--- config.mk ---
export PLATFORM = sky130hd
export DESIGN_NAME = gpc_crc
export DESIGN_NICKNAME = d
export VERILOG_FILES = /design/src/rtl/gpc_pkg.sv /design/src/rtl/gpc_fifo.sv /design/src/rtl/gpc_crc.sv
export VERILOG_INCLUDE_DIRS = /design/src /design/src/rtl
export SDC_FILE = /design/constraint.sdc
export NUM_CORES = 1
export LEC_CHECK = 0
export BUFFER_PORTS_ARGS = -buffer_cell sky130_fd_sc_hd__buf_2
export CAP_MARGIN = 20
export CORE_UTILIZATION = 55
export CTS_CLUSTER_DIAMETER = 100
export CTS_CLUSTER_SIZE = 25
export DETAILED_ROUTE_END_ITERATION = 8
export PLACE_DENSITY = 0.77
export SYNTH_ARGS = -nofsm -noshare
export SYNTH_HDL_FRONTEND = slang
export SYNTH_SLANG_ARGS = --single-unit
--- constraint.sdc ---
create_clock -name i_clk_sys -period 5.3 [get_ports i_clk_sys]
set_clock_uncertainty 0.15 [all_clocks]
set_input_delay 0.53 -clock i_clk_sys [delete_from_list [all_inputs] [get_ports i_clk_sys]]
set_output_delay 0.53 -clock i_clk_sys [all_outputs]
set_load 0.02 [all_outputs]
--- src/rtl/gpc_params.svh ---
/*
 Register addresses, field positions, reset values and codes for the
 general purpose checksum block. Assumes inclusion by bare name.
*/
`ifndef GPC_PARAMS_SVH
`define GPC_PARAMS_SVH

`define GPC_ADDR_BIT_REVERSE   8'h96
`define GPC_ADDR_AUX_CONTROL   8'hA2
`define GPC_ADDR_DATA_PORT     8'hB6
`define GPC_ADDR_FLASH_MODE    8'hE5
`define GPC_ADDR_FLASH_CMD     8'hE6
`define GPC_ADDR_FLASH_ADR_H   8'hE7
`define GPC_ADDR_FLASH_ADR_L   8'hE8
`define GPC_ADDR_APP_BOUNDARY  8'hE9

`define GPC_SEL_LSB            4
`define GPC_SEL_MSB            5
`define GPC_AUX_KEEP_MASK      8'h31
`define GPC_SEL_SEED_LOW       2'h0
`define GPC_SEL_SEED_HIGH      2'h1
`define GPC_SEL_INPUT          2'h3

`define GPC_CRC_POLY           16'h1021
`define GPC_RESET_BYTE         8'h00
`define GPC_RESET_CRC          16'h0000

`define GPC_MODE_STANDBY       8'h00
`define GPC_MODE_BYTE_READ     8'h01
`define GPC_MODE_BYTE_PROG     8'h02
`define GPC_MODE_PAGE_ERASE    8'h03
`define GPC_MODE_PAGEP_WRITE   8'h04
`define GPC_MODE_PAGEP_READ    8'h05
`define GPC_MODE_AUTO_READ     8'h80
`define GPC_MODE_INC_READ      8'h81
`define GPC_MODE_INC_PROG      8'h82

`define GPC_CMD_FIRST          8'h46
`define GPC_CMD_SECOND         8'hB9
`define GPC_END_LOW_BITS       9'h1FF

`define GPC_FIFO_DEPTH         8
`endif

--- src/rtl/gpc_pkg.sv ---
/*
 Types shared by the checksum block and its test bench.
 Assumes gpc_params.svh is compiled alongside.
*/
package gpc_pkg;

    typedef enum logic [2:0] {
        GPC_ST_IDLE  = 3'b001,
        GPC_ST_FETCH = 3'b010,
        GPC_ST_DONE  = 3'b100
    } gpc_state_type;

    typedef struct packed {
        logic        rd;
        logic [15:0] addr;
    } gpc_flash_req_type;

    typedef struct packed {
        logic       wr;
        logic       rd;
        logic [7:0] addr;
        logic [7:0] wdata;
    } gpc_sfr_req_type;

endpackage

--- src/rtl/gpc_fifo.sv ---
/*
 Byte FIFO in front of the checksum engine, flip-flop storage.
 Assumes one clock and a synchronous active-low reset.
*/
`timescale 1ns/1ps
`default_nettype none
module gpc_fifo #(
    parameter int WIDTH = 8,
    parameter int DEPTH = 8
) (
    input  wire logic             i_clk_sys,
    input  wire logic             i_rst_n,
    input  wire logic             i_in_valid,
    output logic                  o_in_ready,
    input  wire logic [WIDTH-1:0] i_in_data,
    output logic                  o_out_valid,
    input  wire logic             i_out_ready,
    output logic      [WIDTH-1:0] o_out_data
);
    localparam int AW = $clog2(DEPTH);

    logic [WIDTH-1:0] mem_q [DEPTH];
    logic [AW-1:0]    wr_ptr_q;
    logic [AW-1:0]    rd_ptr_q;
    logic [AW:0]      count_q;
    logic             push;
    logic             pop;

    assign o_in_ready  = (count_q != (AW+1)'(DEPTH));
    assign o_out_valid = (count_q != '0);
    assign push        = i_in_valid && o_in_ready;
    assign pop         = o_out_valid && i_out_ready;
    assign o_out_data  = mem_q[rd_ptr_q];

    function automatic logic [AW-1:0] ptr_next(input logic [AW-1:0] p);
        ptr_next = (p == AW'(DEPTH-1)) ? '0 : p + AW'(1);
    endfunction

    always_ff @(posedge i_clk_sys) begin
        if (push) begin
            mem_q[wr_ptr_q] <= i_in_data;
        end
    end

    always_ff @(posedge i_clk_sys) begin
        if (!i_rst_n) begin
            wr_ptr_q <= '0;
            rd_ptr_q <= '0;
            count_q  <= '0;
        end else begin
            if (push) begin
                wr_ptr_q <= ptr_next(wr_ptr_q);
            end
            if (pop) begin
                rd_ptr_q <= ptr_next(rd_ptr_q);
            end
            if (push && !pop) begin
                count_q <= count_q + (AW+1)'(1);
            end else if (pop && !push) begin
                count_q <= count_q - (AW+1)'(1);
            end
        end
    end
endmodule
`default_nettype wire

--- src/rtl/gpc_crc.sv ---
/*
 General purpose checksum block: CCITT checksum with shared data port,
 flash auto-reload feed and bit-order reversal register.
 Assumes an SFR port synchronous to i_clk_sys with one-cycle strobes,
 and a flash port that answers each read strobe with an ack pulse.
*/
`timescale 1ns/1ps
`default_nettype none
`include "gpc_params.svh"

// What this block does
// - The checksum is 16 bits wide with generator polynomial 0x1021.
// - Input arrives as bytes, each folded into the running checksum.
// - Data port writes with selector 00 and 01 load the seed low and high bytes.
// - Data port reads with selector 00 and 01 return the result low and high bytes.
// - A selector 11 write feeds the checksum input; selector 10 writes and 10/11 reads are reserved.
// - The selector lives in bits 5:4 of the auxiliary control register and steers the data port.
// - The reversal register reads back the written byte bit-mirrored, so 0xA0 reads 0x05.
// - The checksum also takes bytes fetched from flash by the auto-reload engine.
// - The flash fetch starts at the address held in the flash address high and low registers.
// - The end address is the 7-bit boundary field above nine one bits.
// - The check starts only after 0x46 then 0xB9 are written to the flash command register.
// - Flash mode codes are 00,01,02,03,04,05,80,81,82; other values are reserved.
module gpc_crc #(
    parameter int FIFO_DEPTH = `GPC_FIFO_DEPTH
) (
    input  wire logic                       i_clk_sys,
    input  wire logic                       i_rst_n,
    input  wire gpc_pkg::gpc_sfr_req_type   i_sfr,
    output logic [7:0]                      o_sfr_rdata,
    output gpc_pkg::gpc_flash_req_type      o_flash,
    input  wire logic                       i_flash_ack,
    input  wire logic [7:0]                 i_flash_data,
    output logic                            o_input_ready,
    output logic                            o_auto_busy
);
    gpc_pkg::gpc_state_type state_q;
    logic [7:0]  bit_reverse_data_q;
    logic [7:0]  aux_control_one_q;
    logic [7:0]  flash_mode_table_q;
    logic [7:0]  flash_address_high_q;
    logic [7:0]  flash_address_low_q;
    logic [6:0]  app_area_boundary_q;
    logic        cmd_armed_q;
    logic [15:0] crc_q;
    logic [15:0] fetch_addr_q;
    logic        fetch_pend_q;
    logic [1:0]  data_port_select;
    logic [15:0] end_addr;
    logic        wr_port;
    logic        rd_port;
    logic        seed_write;
    logic        cpu_byte;
    logic        start_auto;
    logic        fifo_in_valid;
    logic [7:0]  fifo_in_data;
    logic        fifo_in_ready;
    logic        fifo_out_valid;
    logic        fifo_out_ready;
    logic [7:0]  fifo_out_data;

    function automatic logic [15:0] crc_step(input logic [15:0] c, input logic [7:0] b);
        logic [15:0] r;
        r = c ^ {b, 8'h00};
        for (int i = 0; i < 8; i++) begin
            r = r[15] ? ((r << 1) ^ `GPC_CRC_POLY) : (r << 1);
        end
        return r;
    endfunction

    function automatic logic [7:0] bit_mirror(input logic [7:0] b);
        logic [7:0] r;
        r = '0;
        for (int i = 0; i < 8; i++) begin
            r[i] = b[7-i];
        end
        return r;
    endfunction

    function automatic logic mode_known(input logic [7:0] m);
        case (m)
            `GPC_MODE_STANDBY, `GPC_MODE_BYTE_READ, `GPC_MODE_BYTE_PROG, `GPC_MODE_PAGE_ERASE,
            `GPC_MODE_PAGEP_WRITE, `GPC_MODE_PAGEP_READ, `GPC_MODE_AUTO_READ,
            `GPC_MODE_INC_READ, `GPC_MODE_INC_PROG: mode_known = 1'b1;
            default: mode_known = 1'b0;
        endcase
    endfunction

    assign data_port_select = aux_control_one_q[`GPC_SEL_MSB:`GPC_SEL_LSB];
    assign end_addr   = {app_area_boundary_q, `GPC_END_LOW_BITS};
    assign wr_port    = i_sfr.wr && (i_sfr.addr == `GPC_ADDR_DATA_PORT);
    assign rd_port    = i_sfr.rd && (i_sfr.addr == `GPC_ADDR_DATA_PORT);
    assign seed_write = wr_port && !data_port_select[1];
    assign cpu_byte   = wr_port && (data_port_select == `GPC_SEL_INPUT);
    // Reserved mode codes never start the engine; only the auto read code does
    assign start_auto = i_sfr.wr && (i_sfr.addr == `GPC_ADDR_FLASH_CMD) && cmd_armed_q
                        && (i_sfr.wdata == `GPC_CMD_SECOND) && mode_known(flash_mode_table_q)
                        && (flash_mode_table_q == `GPC_MODE_AUTO_READ) && (state_q != gpc_pkg::GPC_ST_FETCH);

    // Flash bytes win the FIFO input; a CPU byte in that cycle is refused via o_input_ready
    assign fifo_in_valid  = i_flash_ack || cpu_byte;
    assign fifo_in_data   = i_flash_ack ? i_flash_data : i_sfr.wdata;
    assign o_input_ready  = fifo_in_ready && !fetch_pend_q;
    // Drain stalls on a seed write so the byte at the FIFO head is held and folded after the seed, not dropped
    assign fifo_out_ready = !seed_write;
    assign o_auto_busy    = (state_q == gpc_pkg::GPC_ST_FETCH);

    gpc_fifo #(
        .WIDTH(8),
        .DEPTH(FIFO_DEPTH)
    ) u_fifo (
        .i_clk_sys  (i_clk_sys),
        .i_rst_n    (i_rst_n),
        .i_in_valid (fifo_in_valid),
        .o_in_ready (fifo_in_ready),
        .i_in_data  (fifo_in_data),
        .o_out_valid(fifo_out_valid),
        .i_out_ready(fifo_out_ready),
        .o_out_data (fifo_out_data)
    );

    always_ff @(posedge i_clk_sys) begin
        if (!i_rst_n) begin
            bit_reverse_data_q   <= `GPC_RESET_BYTE;
            aux_control_one_q    <= `GPC_RESET_BYTE;
            flash_mode_table_q   <= `GPC_RESET_BYTE;
            flash_address_high_q <= `GPC_RESET_BYTE;
            flash_address_low_q  <= `GPC_RESET_BYTE;
            app_area_boundary_q  <= '0;
        end else if (i_sfr.wr) begin
            case (i_sfr.addr)
                `GPC_ADDR_BIT_REVERSE:  bit_reverse_data_q   <= i_sfr.wdata;
                `GPC_ADDR_AUX_CONTROL:  aux_control_one_q    <= i_sfr.wdata & `GPC_AUX_KEEP_MASK;
                `GPC_ADDR_FLASH_MODE:   flash_mode_table_q   <= i_sfr.wdata;
                `GPC_ADDR_FLASH_ADR_H:  flash_address_high_q <= i_sfr.wdata;
                `GPC_ADDR_FLASH_ADR_L:  flash_address_low_q  <= i_sfr.wdata;
                `GPC_ADDR_APP_BOUNDARY: app_area_boundary_q  <= i_sfr.wdata[6:0];
                default: ;
            endcase
        end
    end

    // Any command write other than the first key disarms the sequence
    always_ff @(posedge i_clk_sys) begin
        if (!i_rst_n) begin
            cmd_armed_q <= 1'b0;
        end else if (i_sfr.wr && (i_sfr.addr == `GPC_ADDR_FLASH_CMD)) begin
            cmd_armed_q <= (i_sfr.wdata == `GPC_CMD_FIRST);
        end
    end

    always_ff @(posedge i_clk_sys) begin
        if (!i_rst_n) begin
            crc_q <= `GPC_RESET_CRC;
        end else if (seed_write) begin
            if (data_port_select == `GPC_SEL_SEED_LOW) begin
                crc_q[7:0] <= i_sfr.wdata;
            end else begin
                crc_q[15:8] <= i_sfr.wdata;
            end
        end else if (fifo_out_valid) begin
            crc_q <= crc_step(crc_q, fifo_out_data);
        end
    end

    always_ff @(posedge i_clk_sys) begin
        if (!i_rst_n) begin
            o_sfr_rdata <= `GPC_RESET_BYTE;
        end else if (i_sfr.rd) begin
            case (i_sfr.addr)
                `GPC_ADDR_BIT_REVERSE: o_sfr_rdata <= bit_mirror(bit_reverse_data_q);
                `GPC_ADDR_AUX_CONTROL: o_sfr_rdata <= aux_control_one_q;
                `GPC_ADDR_FLASH_MODE:  o_sfr_rdata <= flash_mode_table_q;
                `GPC_ADDR_FLASH_ADR_H: o_sfr_rdata <= flash_address_high_q;
                `GPC_ADDR_FLASH_ADR_L: o_sfr_rdata <= flash_address_low_q;
                `GPC_ADDR_APP_BOUNDARY: o_sfr_rdata <= {1'b0, app_area_boundary_q};
                `GPC_ADDR_DATA_PORT: begin
                    case (data_port_select)
                        `GPC_SEL_SEED_LOW:  o_sfr_rdata <= crc_q[7:0];
                        `GPC_SEL_SEED_HIGH: o_sfr_rdata <= crc_q[15:8];
                        default:            o_sfr_rdata <= `GPC_RESET_BYTE;
                    endcase
                end
                default: o_sfr_rdata <= `GPC_RESET_BYTE;
            endcase
        end
    end

    // One read outstanding at a time; a new strobe waits for FIFO room
    always_ff @(posedge i_clk_sys) begin
        if (!i_rst_n) begin
            state_q      <= gpc_pkg::GPC_ST_IDLE;
            fetch_addr_q <= '0;
            fetch_pend_q <= 1'b0;
            o_flash      <= '0;
        end else begin
            o_flash.rd <= 1'b0;
            case (state_q)
                gpc_pkg::GPC_ST_IDLE, gpc_pkg::GPC_ST_DONE: begin
                    if (start_auto) begin
                        state_q      <= gpc_pkg::GPC_ST_FETCH;
                        fetch_addr_q <= {flash_address_high_q, flash_address_low_q};
                    end
                end
                gpc_pkg::GPC_ST_FETCH: begin
                    if (i_flash_ack) begin
                        fetch_pend_q <= 1'b0;
                        if (fetch_addr_q == end_addr) begin
                            state_q <= gpc_pkg::GPC_ST_DONE;
                        end else begin
                            fetch_addr_q <= fetch_addr_q + 16'h0001;
                        end
                    end else if (!fetch_pend_q && fifo_in_ready) begin
                        fetch_pend_q <= 1'b1;
                        o_flash.rd   <= 1'b1;
                        o_flash.addr <= fetch_addr_q;
                    end
                end
                default: state_q <= gpc_pkg::GPC_ST_IDLE;
            endcase
        end
    end

    a_seed_low_load: assert property (@(posedge i_clk_sys) disable iff (!i_rst_n)
        seed_write && data_port_select == `GPC_SEL_SEED_LOW |=> crc_q[7:0] == $past(i_sfr.wdata))
        else $error("seed low byte not loaded");

    a_crc_byte_step: assert property (@(posedge i_clk_sys) disable iff (!i_rst_n)
        !seed_write && fifo_out_valid |=> crc_q == crc_step($past(crc_q), $past(fifo_out_data)))
        else $error("checksum step wrong");

    a_result_low_read: assert property (@(posedge i_clk_sys) disable iff (!i_rst_n)
        rd_port && data_port_select == `GPC_SEL_SEED_LOW |=> o_sfr_rdata == $past(crc_q[7:0]))
        else $error("result low byte read wrong");

    a_result_high_read: assert property (@(posedge i_clk_sys) disable iff (!i_rst_n)
        rd_port && data_port_select == `GPC_SEL_SEED_HIGH |=> o_sfr_rdata == $past(crc_q[15:8]))
        else $error("result high byte read wrong");

    a_reserved_port_read: assert property (@(posedge i_clk_sys) disable iff (!i_rst_n)
        rd_port && data_port_select[1] |=> o_sfr_rdata == 8'h00)
        else $error("reserved data port read not zero");

    a_reverse_read_back: assert property (@(posedge i_clk_sys) disable iff (!i_rst_n)
        i_sfr.wr && i_sfr.addr == `GPC_ADDR_BIT_REVERSE ##1 !i_sfr.wr
        ##1 i_sfr.rd && i_sfr.addr == `GPC_ADDR_BIT_REVERSE |=> o_sfr_rdata == bit_mirror($past(i_sfr.wdata, 3)))
        else $error("bit reversal read back wrong");

    a_auto_start_addr: assert property (@(posedge i_clk_sys) disable iff (!i_rst_n)
        start_auto |=> state_q == gpc_pkg::GPC_ST_FETCH
        && fetch_addr_q == {$past(flash_address_high_q), $past(flash_address_low_q)})
        else $error("auto reload did not start at loaded address");

    a_no_unkeyed_start: assert property (@(posedge i_clk_sys) disable iff (!i_rst_n)
        state_q != gpc_pkg::GPC_ST_FETCH && !start_auto |=> state_q != gpc_pkg::GPC_ST_FETCH)
        else $error("auto reload started without key sequence");

    a_fetch_addr_step: assert property (@(posedge i_clk_sys) disable iff (!i_rst_n)
        state_q == gpc_pkg::GPC_ST_FETCH && i_flash_ack && fetch_addr_q != end_addr
        |=> fetch_addr_q == $past(fetch_addr_q) + 16'h0001)
        else $error("fetch address did not step by one");

    a_fetch_end_stop: assert property (@(posedge i_clk_sys) disable iff (!i_rst_n)
        state_q == gpc_pkg::GPC_ST_FETCH && i_flash_ack && fetch_addr_q == end_addr
        |=> state_q == gpc_pkg::GPC_ST_DONE ##1 !o_flash.rd)
        else $error("fetch did not stop after end address");

    a_seed_high_load: assert property (@(posedge i_clk_sys) disable iff (!i_rst_n)
        seed_write && data_port_select == `GPC_SEL_SEED_HIGH |=> crc_q[15:8] == $past(i_sfr.wdata))
        else $error("seed high byte not loaded");

    // A reserved selector write must not disturb the running checksum
    a_reserved_write_drop: assert property (@(posedge i_clk_sys) disable iff (!i_rst_n)
        wr_port && data_port_select == 2'h2 && !fifo_out_valid |=> crc_q == $past(crc_q))
        else $error("reserved data port write changed checksum");

    a_selector_steer: assert property (@(posedge i_clk_sys) disable iff (!i_rst_n)
        i_sfr.wr && i_sfr.addr == `GPC_ADDR_AUX_CONTROL
        |=> data_port_select == $past(i_sfr.wdata[`GPC_SEL_MSB:`GPC_SEL_LSB]))
        else $error("selector not taken from aux control bits 5 and 4");

    a_aux_read_mask: assert property (@(posedge i_clk_sys) disable iff (!i_rst_n)
        i_sfr.rd && i_sfr.addr == `GPC_ADDR_AUX_CONTROL |=> (o_sfr_rdata & ~`GPC_AUX_KEEP_MASK) == 8'h00)
        else $error("unused aux control bits read back set");

    a_mode_store: assert property (@(posedge i_clk_sys) disable iff (!i_rst_n)
        i_sfr.wr && i_sfr.addr == `GPC_ADDR_FLASH_MODE |=> flash_mode_table_q == $past(i_sfr.wdata))
        else $error("flash mode code not stored");

    // Empty queue: a byte accepted now must be the next one the engine folds
    a_cpu_byte_queue: assert property (@(posedge i_clk_sys) disable iff (!i_rst_n)
        cpu_byte && o_input_ready && !i_flash_ack && !fifo_out_valid
        |=> fifo_out_valid && fifo_out_data == $past(i_sfr.wdata))
        else $error("written byte did not reach the checksum input");

    a_flash_byte_queue: assert property (@(posedge i_clk_sys) disable iff (!i_rst_n)
        i_flash_ack && !fifo_out_valid |=> fifo_out_valid && fifo_out_data == $past(i_flash_data))
        else $error("flash byte did not reach the checksum input");
endmodule
`default_nettype wire

==> reports/results.ini, run 1 <==
[route]
via_count=6471
postRouteAntennaNets=0
vias_per_cell=6.25
wl_per_cell_um=20.0
drc_errors=0
drtPass1Iterations=6
drtIter0Drc=728
drt-total-wl_um=20700

[sta]
post-route-period-util_pct=70.8
max_clock_freq_ghz=0.266
rsz0062_at_grt=false
tightest_slew_ns=1.11
setup_viol=0
hold_violations=0
layout_setup_ws_ns=1.55
slew_viol_final=0
slew_headroom_pct=25.4
fin_tns_setup_ns=0
fin_crit_ns=3.75

[synth]
synth-main-ff-cell=dfxtp_1
synth_mux_area_share_pct=13.9
ys_ff_latch=181
syn_inst=802
synth_top_area_share_pct=27.5
synthAdderAreaFrac_pct=1.41
synth_compound_area_share_pct=12.6
synth-edff-count=64
synthArstFlopShare_pct=0
synth_top_area_cell=dfxtp_1
synth_top_family_by_area=simple AND/OR/NAND/NOR gates
syn-cell-area_um2=8510
yosys_warnings=0
synth_fp_nets=840
yosys.area_share.simple_pct=15.3
synth_top_cells_by_area=dfxtp_1 28%, edfxtp_1 23%, mux2i_1 5.2%, a21oi_1 4.1%, nand2_1 3.8%
yosysSeqAreaShare_pct=50.1
synth_xor_area_share_pct=3.65
synth.distinct_cells=72
syn_area_per_cell_um2=10.6

[job]
drv_cap=0

[finish]
final_layout_size_suffix_gt1_share_pct=19.7
fin_nets=873
syn_to_final_growth_pct=11.3
mostFrequentLayoutCells=117 x dfxtp_1, 86 x nand2_1, 76 x nor2_1
utilization_pct=62.5
mostFrequentLayoutCell=dfxtp_1
fin_cells=1036
diodes=0

[worst_setup_path]
r2r.worst_path.cells=10
arrival_ns=3.96
cp_top_family=simple AND/OR/NAND/NOR gates
cpPeakStageDelay_ns=0.46
required_ns=5.51
r2r_end=u_fifo.count_q[3]$_SDFFE_PN0P_
worstReg2RegStart=aux_control_one_q[4]$_SDFFE_PN0P_
r2r_slack_ns=1.87
worstSetupEndpointType=register
crit_chain=buf_2 > or3b_4 > nor4_2 > a41oi_1 > nor2_1 > ha_1 > inv_1 > ha_1 > a21o_1 > a21oi_1 > xnor2_1 > or3_1 > a21oi_1
cpMaxStageDelayCell=or3b_4
crit_buf_inv=2
critPathMaxFanout=13
crit_path_start_kind=input pin
timing_worst_setup_path_type=input pin to register

[power_and_ir_drop]
ir_drop_mv=0.380
switching_share_pct=32.2
p_sw_mw=1.33
p_comb_share_pct=28.4
intPower_mw=2.80
pwr-share-clk_pct=30.8
p_total_mw=4.13
power_density_nw_per_um2=436
p_seq_share_pct=40.8
p_leak_nw=3.43

[clock_network]
cts_hold_buf=0
cts_setup_buffers=0
cts_resized=0
clock_sinks=181
cts.path.max_buffers=2
cts_tree=built
numCtsBuffers=17
clkTransAtPathRegs_ns=0.07
root_buffer=clkbuf_16
cts_htree_levels=4
clock_latency_ns=0.44

[placement]
gp_congestion=0.888
place_ws_ns=1.16
io_buffer_count=55
dpl.hpwl_um=14100
place_inst=1000

[hold_path]
hp-start=o_flash[4]$_SDFFE_PN0P_
holdPathEnd=o_flash[4]$_SDFFE_PN0P_
hold_path_depth=2
min_path_type=register to register

[global_routing]
grtUsageMet3_pct=5.06
grtUsageMet1_pct=35.3
met2_usage_pct=43.8
grt_max_degree=49
grt_pass1_vias=5977
overflow=0
grt_pass1_wl_um=32500
antenna_found_initial=0
grt_usage_pct=26.7
grt_busiest_layer=met2

[die]
dieArea_um2=16000
initial_utilization_pct=56.2
die_h_um=126
die_x_um=126
core_um2=15100
ios=56
rows=45

[outcome]
outcome=finished, final reports clean

## worst register-to-register path: stages (launching register included)
cell and delay, ns:
dfxtp_1 0.80, a41oi_1 0.38, nor2_1 0.42, ha_1 0.27, inv_1 0.10, ha_1 0.31, a21o_1 0.19, a21oi_1 0.18
xnor2_1 0.10, or3_1 0.31, a21oi_1 0.15
## power groups by stage
stage	registers (mW)	clock network (mW)	logic (mW)
6_report	1.68	1.27	1.17
5_1_grt	1.70	1.34	1.25
4_1_cts	1.68	1.28	1.15
3_5_place_dp	1.71	0	1.13
3_3_place_gp	1.70	0	1.09
2_1_floorplan	1.63	0	0.983
## per-layer routing
layer | up-vias | wire, um
met3 | 36 | 1320
met5 | - | 0
met1 | 3174 | 8740
met4 | 0 | 410
li1 | 3010 | -
met2 | 251 | 10200
## cell usage after synthesis (11+ instances only)
| library cell | n |
|---|---|
| nand3_1 | 24 |
| a21oi_1 | 70 |
| nor3_1 | 14 |
| clkbuf_1 | 38 |
| xor2_1 | 16 |
| xnor2_1 | 12 |
| mux2_2 | 28 |
| nand2_1 | 86 |
| o21ai_0 | 17 |
| dfxtp_1 | 117 |
| edfxtp_1 | 64 |
| nand2b_1 | 11 |
| mux4_2 | 11 |
| mux2i_1 | 44 |
| nor2_1 | 76 |
## through the flow
| step | area [um2] | hold WS (ns) |
|---|---|---|
| after floorplan | 8510 | 0.286 |
| after global placement | 8850 | 0.291 |
| after detailed placement | 8850 | 0.299 |
| after CTS | 9450 | 0.308 |
| after global routing | 9470 | 0.325 |
| final | 9470 | 0.304 |
## worst max path at each step
stage,from,to,slack [ns],depth (start not counted)
final,i_sfr[9],u_fifo.count_q[3]$_SDFFE_PN0P_,1.55,13
after global routing,i_sfr[9],u_fifo.count_q[3]$_SDFFE_PN0P_,1.36,13
after CTS,i_sfr[9],u_fifo.count_q[3]$_SDFFE_PN0P_,1.62,13
after detailed placement,i_sfr[9],u_fifo.count_q[3]$_SDFFE_PN0P_,1.16,13
after global placement,i_sfr[9],u_fifo.count_q[3]$_SDFFE_PN0P_,1.35,13
after floorplan,i_sfr[8],u_fifo.count_q[3]$_SDFFE_PN0P_,1.91,13
## logic make-up (layout without fill, tap and decap cells)
family	after synthesis	count (layout)
XOR/XNOR	32	32
AO/OA/AOI/OAI	160	160
flip-flops	181	181
buffers and inverters	61	107
AND/OR/NAND/NOR	269	269
adder cells (fa/ha/maj)	9	9
multiplexers	90	90
## registers in the layout (all words and copies together) (netlist names), 3 cells and up, named ones only
register              count
u_fifo.wr_ptr_q           3
flash_address_high_q      8
o_flash                  17
state_q                   3
u_fifo.mem_q             64
fetch_addr_q             16
flash_mode_table_q        8
u_fifo.rd_ptr_q           3
app_area_boundary_q       7
aux_control_one_q         3
crc_q                    16
bit_reverse_data_q        8
flash_address_low_q       8
o_sfr_rdata               8
u_fifo.count_q            4
## cell type report
type                    count  area (um2)
clock buffers              17         425
clock inverters            15         168
fillers                  1194        5680
inverters                   9        38.8
multi-input cells         560        3990
flip-flops and latches    181        4260
well taps                 188         235
repair buffers             66         350
Note: power is estimated with default switching activity, not from simulation.
==> inputs of run 2 (changes only) <==
--- a/config.mk
+++ b/config.mk
@@ -6,13 +6,14 @@
 export SDC_FILE = /design/constraint.sdc
 export NUM_CORES = 1
 export LEC_CHECK = 0
+export ABC_AREA = 1
 export BUFFER_PORTS_ARGS = -buffer_cell sky130_fd_sc_hd__buf_2
 export CAP_MARGIN = 20
 export CORE_UTILIZATION = 55
 export CTS_CLUSTER_DIAMETER = 100
 export CTS_CLUSTER_SIZE = 25
 export DETAILED_ROUTE_END_ITERATION = 8
-export PLACE_DENSITY = 0.77
+export PLACE_DENSITY = 0.8
 export SYNTH_ARGS = -nofsm -noshare
 export SYNTH_HDL_FRONTEND = slang
 export SYNTH_SLANG_ARGS = --single-unit
==> constraint.sdc (replaced) <==
create_clock -name i_clk_sys -period 3 [get_ports i_clk_sys]
set_clock_uncertainty 0.15 [all_clocks]
set_input_delay 0.3 -clock i_clk_sys [delete_from_list [all_inputs] [get_ports i_clk_sys]]
set_output_delay 0.3 -clock i_clk_sys [all_outputs]
set_load 0.02 [all_outputs]
==> run 2 against run 1 <==
Against the previous run: flip-flop and latch count unchanged; sequential share of layout area down 1.6 points; critical endpoint unchanged; design area up 3.6%; synthesized cell count up 43%; worst setup slack worse by 1.2 ns; core utilization up 1.3 points.
==> reports/results.ini, run 2 <==
[die]
core_um2=15400  ; +1.5%
ios=56  ; unchanged
die_h_um=128  ; +1.3%
rows=45  ; unchanged
initial_utilization_pct=56.8  ; +0.63 points
die_x_um=128  ; +1.3%
dieArea_um2=16400  ; +2.6%

[sta]
slew_headroom_pct=40.6  ; +15 points
post-route-period-util_pct=89.3
fin_crit_ns=2.68
tightest_slew_ns=0.881  ; -0.229 ns
setup_viol=0  ; unchanged
fin_tns_setup_ns=0  ; unchanged
hold_violations=0  ; unchanged
layout_setup_ws_ns=0.322  ; -1.23 ns
slew_viol_final=0  ; unchanged
rsz0062_at_grt=false
max_clock_freq_ghz=0.373

[route]
postRouteAntennaNets=0  ; unchanged
drtIter0Drc=919  ; +26%
drc_errors=0  ; unchanged
drt-total-wl_um=22800  ; +9.9%
wl_per_cell_um=16.0  ; -20%
drtPass1Iterations=8  ; +2
via_count=7995  ; +24%
vias_per_cell=5.62  ; -10%

[worst_setup_path]
required_ns=3.17  ; -2.34 ns
r2r_end=u_fifo.count_q[3]$_SDFFE_PN0P_
worstSetupEndpointType=register
crit_path_start_kind=register
r2r_slack_ns=0.32  ; -1.55 ns
critPathMaxFanout=5  ; -8
arrival_ns=2.85  ; -1.11 ns
timing_worst_setup_path_type=register to register
r2r.worst_path.cells=15  ; +5
worstReg2RegStart=u_fifo.count_q[0]$_SDFFE_PN0P_

[finish]
diodes=0  ; unchanged
reg_top3=u_fifo.mem_q: 64 flops, o_flash: 17 flops
max_flop_register=u_fifo.mem_q
final_layout_size_suffix_gt1_share_pct=11.0  ; -8.7 points
syn_to_final_growth_pct=12.3
fin_nets=1237  ; +42%
mostFrequentLayoutCell=nand2_1
mostFrequentLayoutCells=298 x nand2_1, 138 x inv_1, 117 x dfxtp_1
fin_area_um2=9810  ; +3.6%
largest_reg_flops=64  ; unchanged

[clock_network]
cts_tree=built
cts_hold_buf=0  ; unchanged
root_buffer=clkbuf_16
clock_sinks=181  ; unchanged
cts_setup_buffers=0  ; unchanged
numCtsBuffers=17  ; unchanged
clkTransAtPathRegs_ns=0.07  ; about the same
cts_resized=0  ; unchanged
cts_htree_levels=4  ; unchanged
clock_latency_ns=0.43  ; about the same
cts.path.max_buffers=2  ; unchanged

[hold_path]
holdPathEnd=o_sfr_rdata[5]$_SDFFE_PN0P_
min_path_type=input pin to register
hold_path_depth=3  ; +1
hp-start=i_sfr[16]

[synth]
synth_top_area_cell=dfxtp_1
syn_inst=1146  ; +43%
yosysSeqAreaShare_pct=48.8  ; -1.3 points
synth_top_cells_by_area=dfxtp_1 27%, edfxtp_1 22%, nand2_1 13%, o21ai_0 6.2%, a21oi_1 6.0%
synthArstFlopShare_pct=0  ; unchanged
synth.distinct_cells=43  ; -40%
synth_fp_nets=1184  ; +41%
synth_top_area_share_pct=26.8  ; -0.71 points
yosys_warnings=0  ; unchanged
yosysMostFrequentCell=nand2_1
ys_top_cells_by_count=298 x nand2_1, 138 x inv_1, 117 x dfxtp_1
ys_ff_latch=181  ; unchanged
syn-cell-area_um2=8730  ; +2.6%
synth-edff-count=64  ; unchanged
synth-main-ff-cell=dfxtp_1
syn_area_per_cell_um2=7.62  ; -28%

[global_routing]
antenna_found_initial=0  ; unchanged
overflow=0  ; unchanged
grt_pass1_vias=7163  ; +20%
grt_usage_pct=29.1  ; +2.4 points
grt_max_degree=84  ; +71%
grt_pass1_wl_um=36700  ; +13%

[power_and_ir_drop]
p_leak_nw=4.12  ; +20%
ir_drop_mv=0.553  ; +45%
power_density_nw_per_um2=781  ; +79%
p_total_mw=7.67  ; +86%

[outcome]
outcome=finished, final reports clean

[placement]
dpl.hpwl_um=15600  ; +11%
gp_congestion=0.948  ; +6.8%
placedInstanceArea_um2=9210  ; +4.0%
place_ws_ns=0.0794  ; -1.08 ns
io_buffer_count=55  ; unchanged

[job]
drv_cap=0  ; unchanged

run 2: cell types whose count changed after synthesis, moves of 11 or more:
cell,delta
mux2_2,-28
clkbuf_1,-16
nand2b_1,-11
xnor2_1,-12
nand2_1,+212
inv_1,+130
a21oi_1,+35
nand3_1,+53
mux4_2,-11
o21ai_0,+91
o22ai_1,+12
mux2i_1,-44
run 2: cell families (layout without fill, tap and decap cells):
group / Yosys count / in the layout / synth area share (%)
AND/OR/NAND/NOR: 490 / 490 / 23.5
adder cells (fa/ha/maj): 9 / 9 / 1.38
buffers and inverters: 192 / 258 / 9.01
XOR/XNOR: 9 / 9 / 0.903
flip-flops: 181 / 181 / 48.8
AO/OA/AOI/OAI: 265 / 265 / 16.4
run 2: routing by layer:
layer / up-vias / wire (um) / part of all wire (%) / GRT usage (%)
met5: - / 0 / 0 / 0
met1: 3669 / 9990 / 44 / 39.7
li1: 3898 / - / - / -
met4: 0 / 731 / 3.2 / 13.3
met3: 62 / 1740 / 7.7 / 5.43
met2: 366 / 10300 / 45 / 45.1
run 2: layout make-up:
cell class	instances	area [um2]
Inverter	148	557
Fill cell	1287	5560
Clock buffer	23	509
Tap cell	211	264
Clock inverter	9	67.6
Sequential cell	181	4260
Multi-Input combinational cell	773	3680
Timing Repair Buffer	78	468
run 2: report_power, final:
group	total (mW)	switching [mW]	internal [mW]
Clock	2.15	0.951	1.20
Sequential	2.99	0.191	2.80
Combinational	2.52	1.72	0.807
run 2: worst max-delay path by stage:
stage	end	startpoint
floorplan	u_fifo.count_q[3]$_SDFFE_PN0P_	i_sfr[11]
global placement	u_fifo.count_q[3]$_SDFFE_PN0P_	i_sfr[11]
detailed placement	u_fifo.count_q[3]$_SDFFE_PN0P_	i_sfr[11]
CTS	u_fifo.count_q[3]$_SDFFE_PN0P_	u_fifo.count_q[0]$_SDFFE_PN0P_
global route	u_fifo.count_q[3]$_SDFFE_PN0P_	u_fifo.count_q[0]$_SDFFE_PN0P_
finish	u_fifo.count_q[3]$_SDFFE_PN0P_	u_fifo.count_q[0]$_SDFFE_PN0P_
run 2: per-stage QoR:
stage          instances  hold WS [ns]  utilization [%]
6_report            1423        0.0610             63.8
5_1_grt             1423        0.0609             63.8
3_5_place_dp        1390         0.306             59.9
3_3_place_gp        1390         0.302             59.9
4_1_cts             1422        0.0405             63.7
2_1_floorplan       1146         0.287                -
run 2: worst max-delay path, stage by stage, from the launching register on:
cell      delay [ns]
dfxtp_1         0.42
nor2_1          0.08
inv_1           0.07
nor3_1          0.05
nor2_2          0.22
clkinv_2        0.10
ha_1            0.23
inv_1           0.12
ha_1            0.28
and3_1          0.19
a211oi_1        0.22
nor2_1          0.07
nor2_1          0.09
nand2_1         0.07
o21ai_0         0.15
a21oi_1         0.06
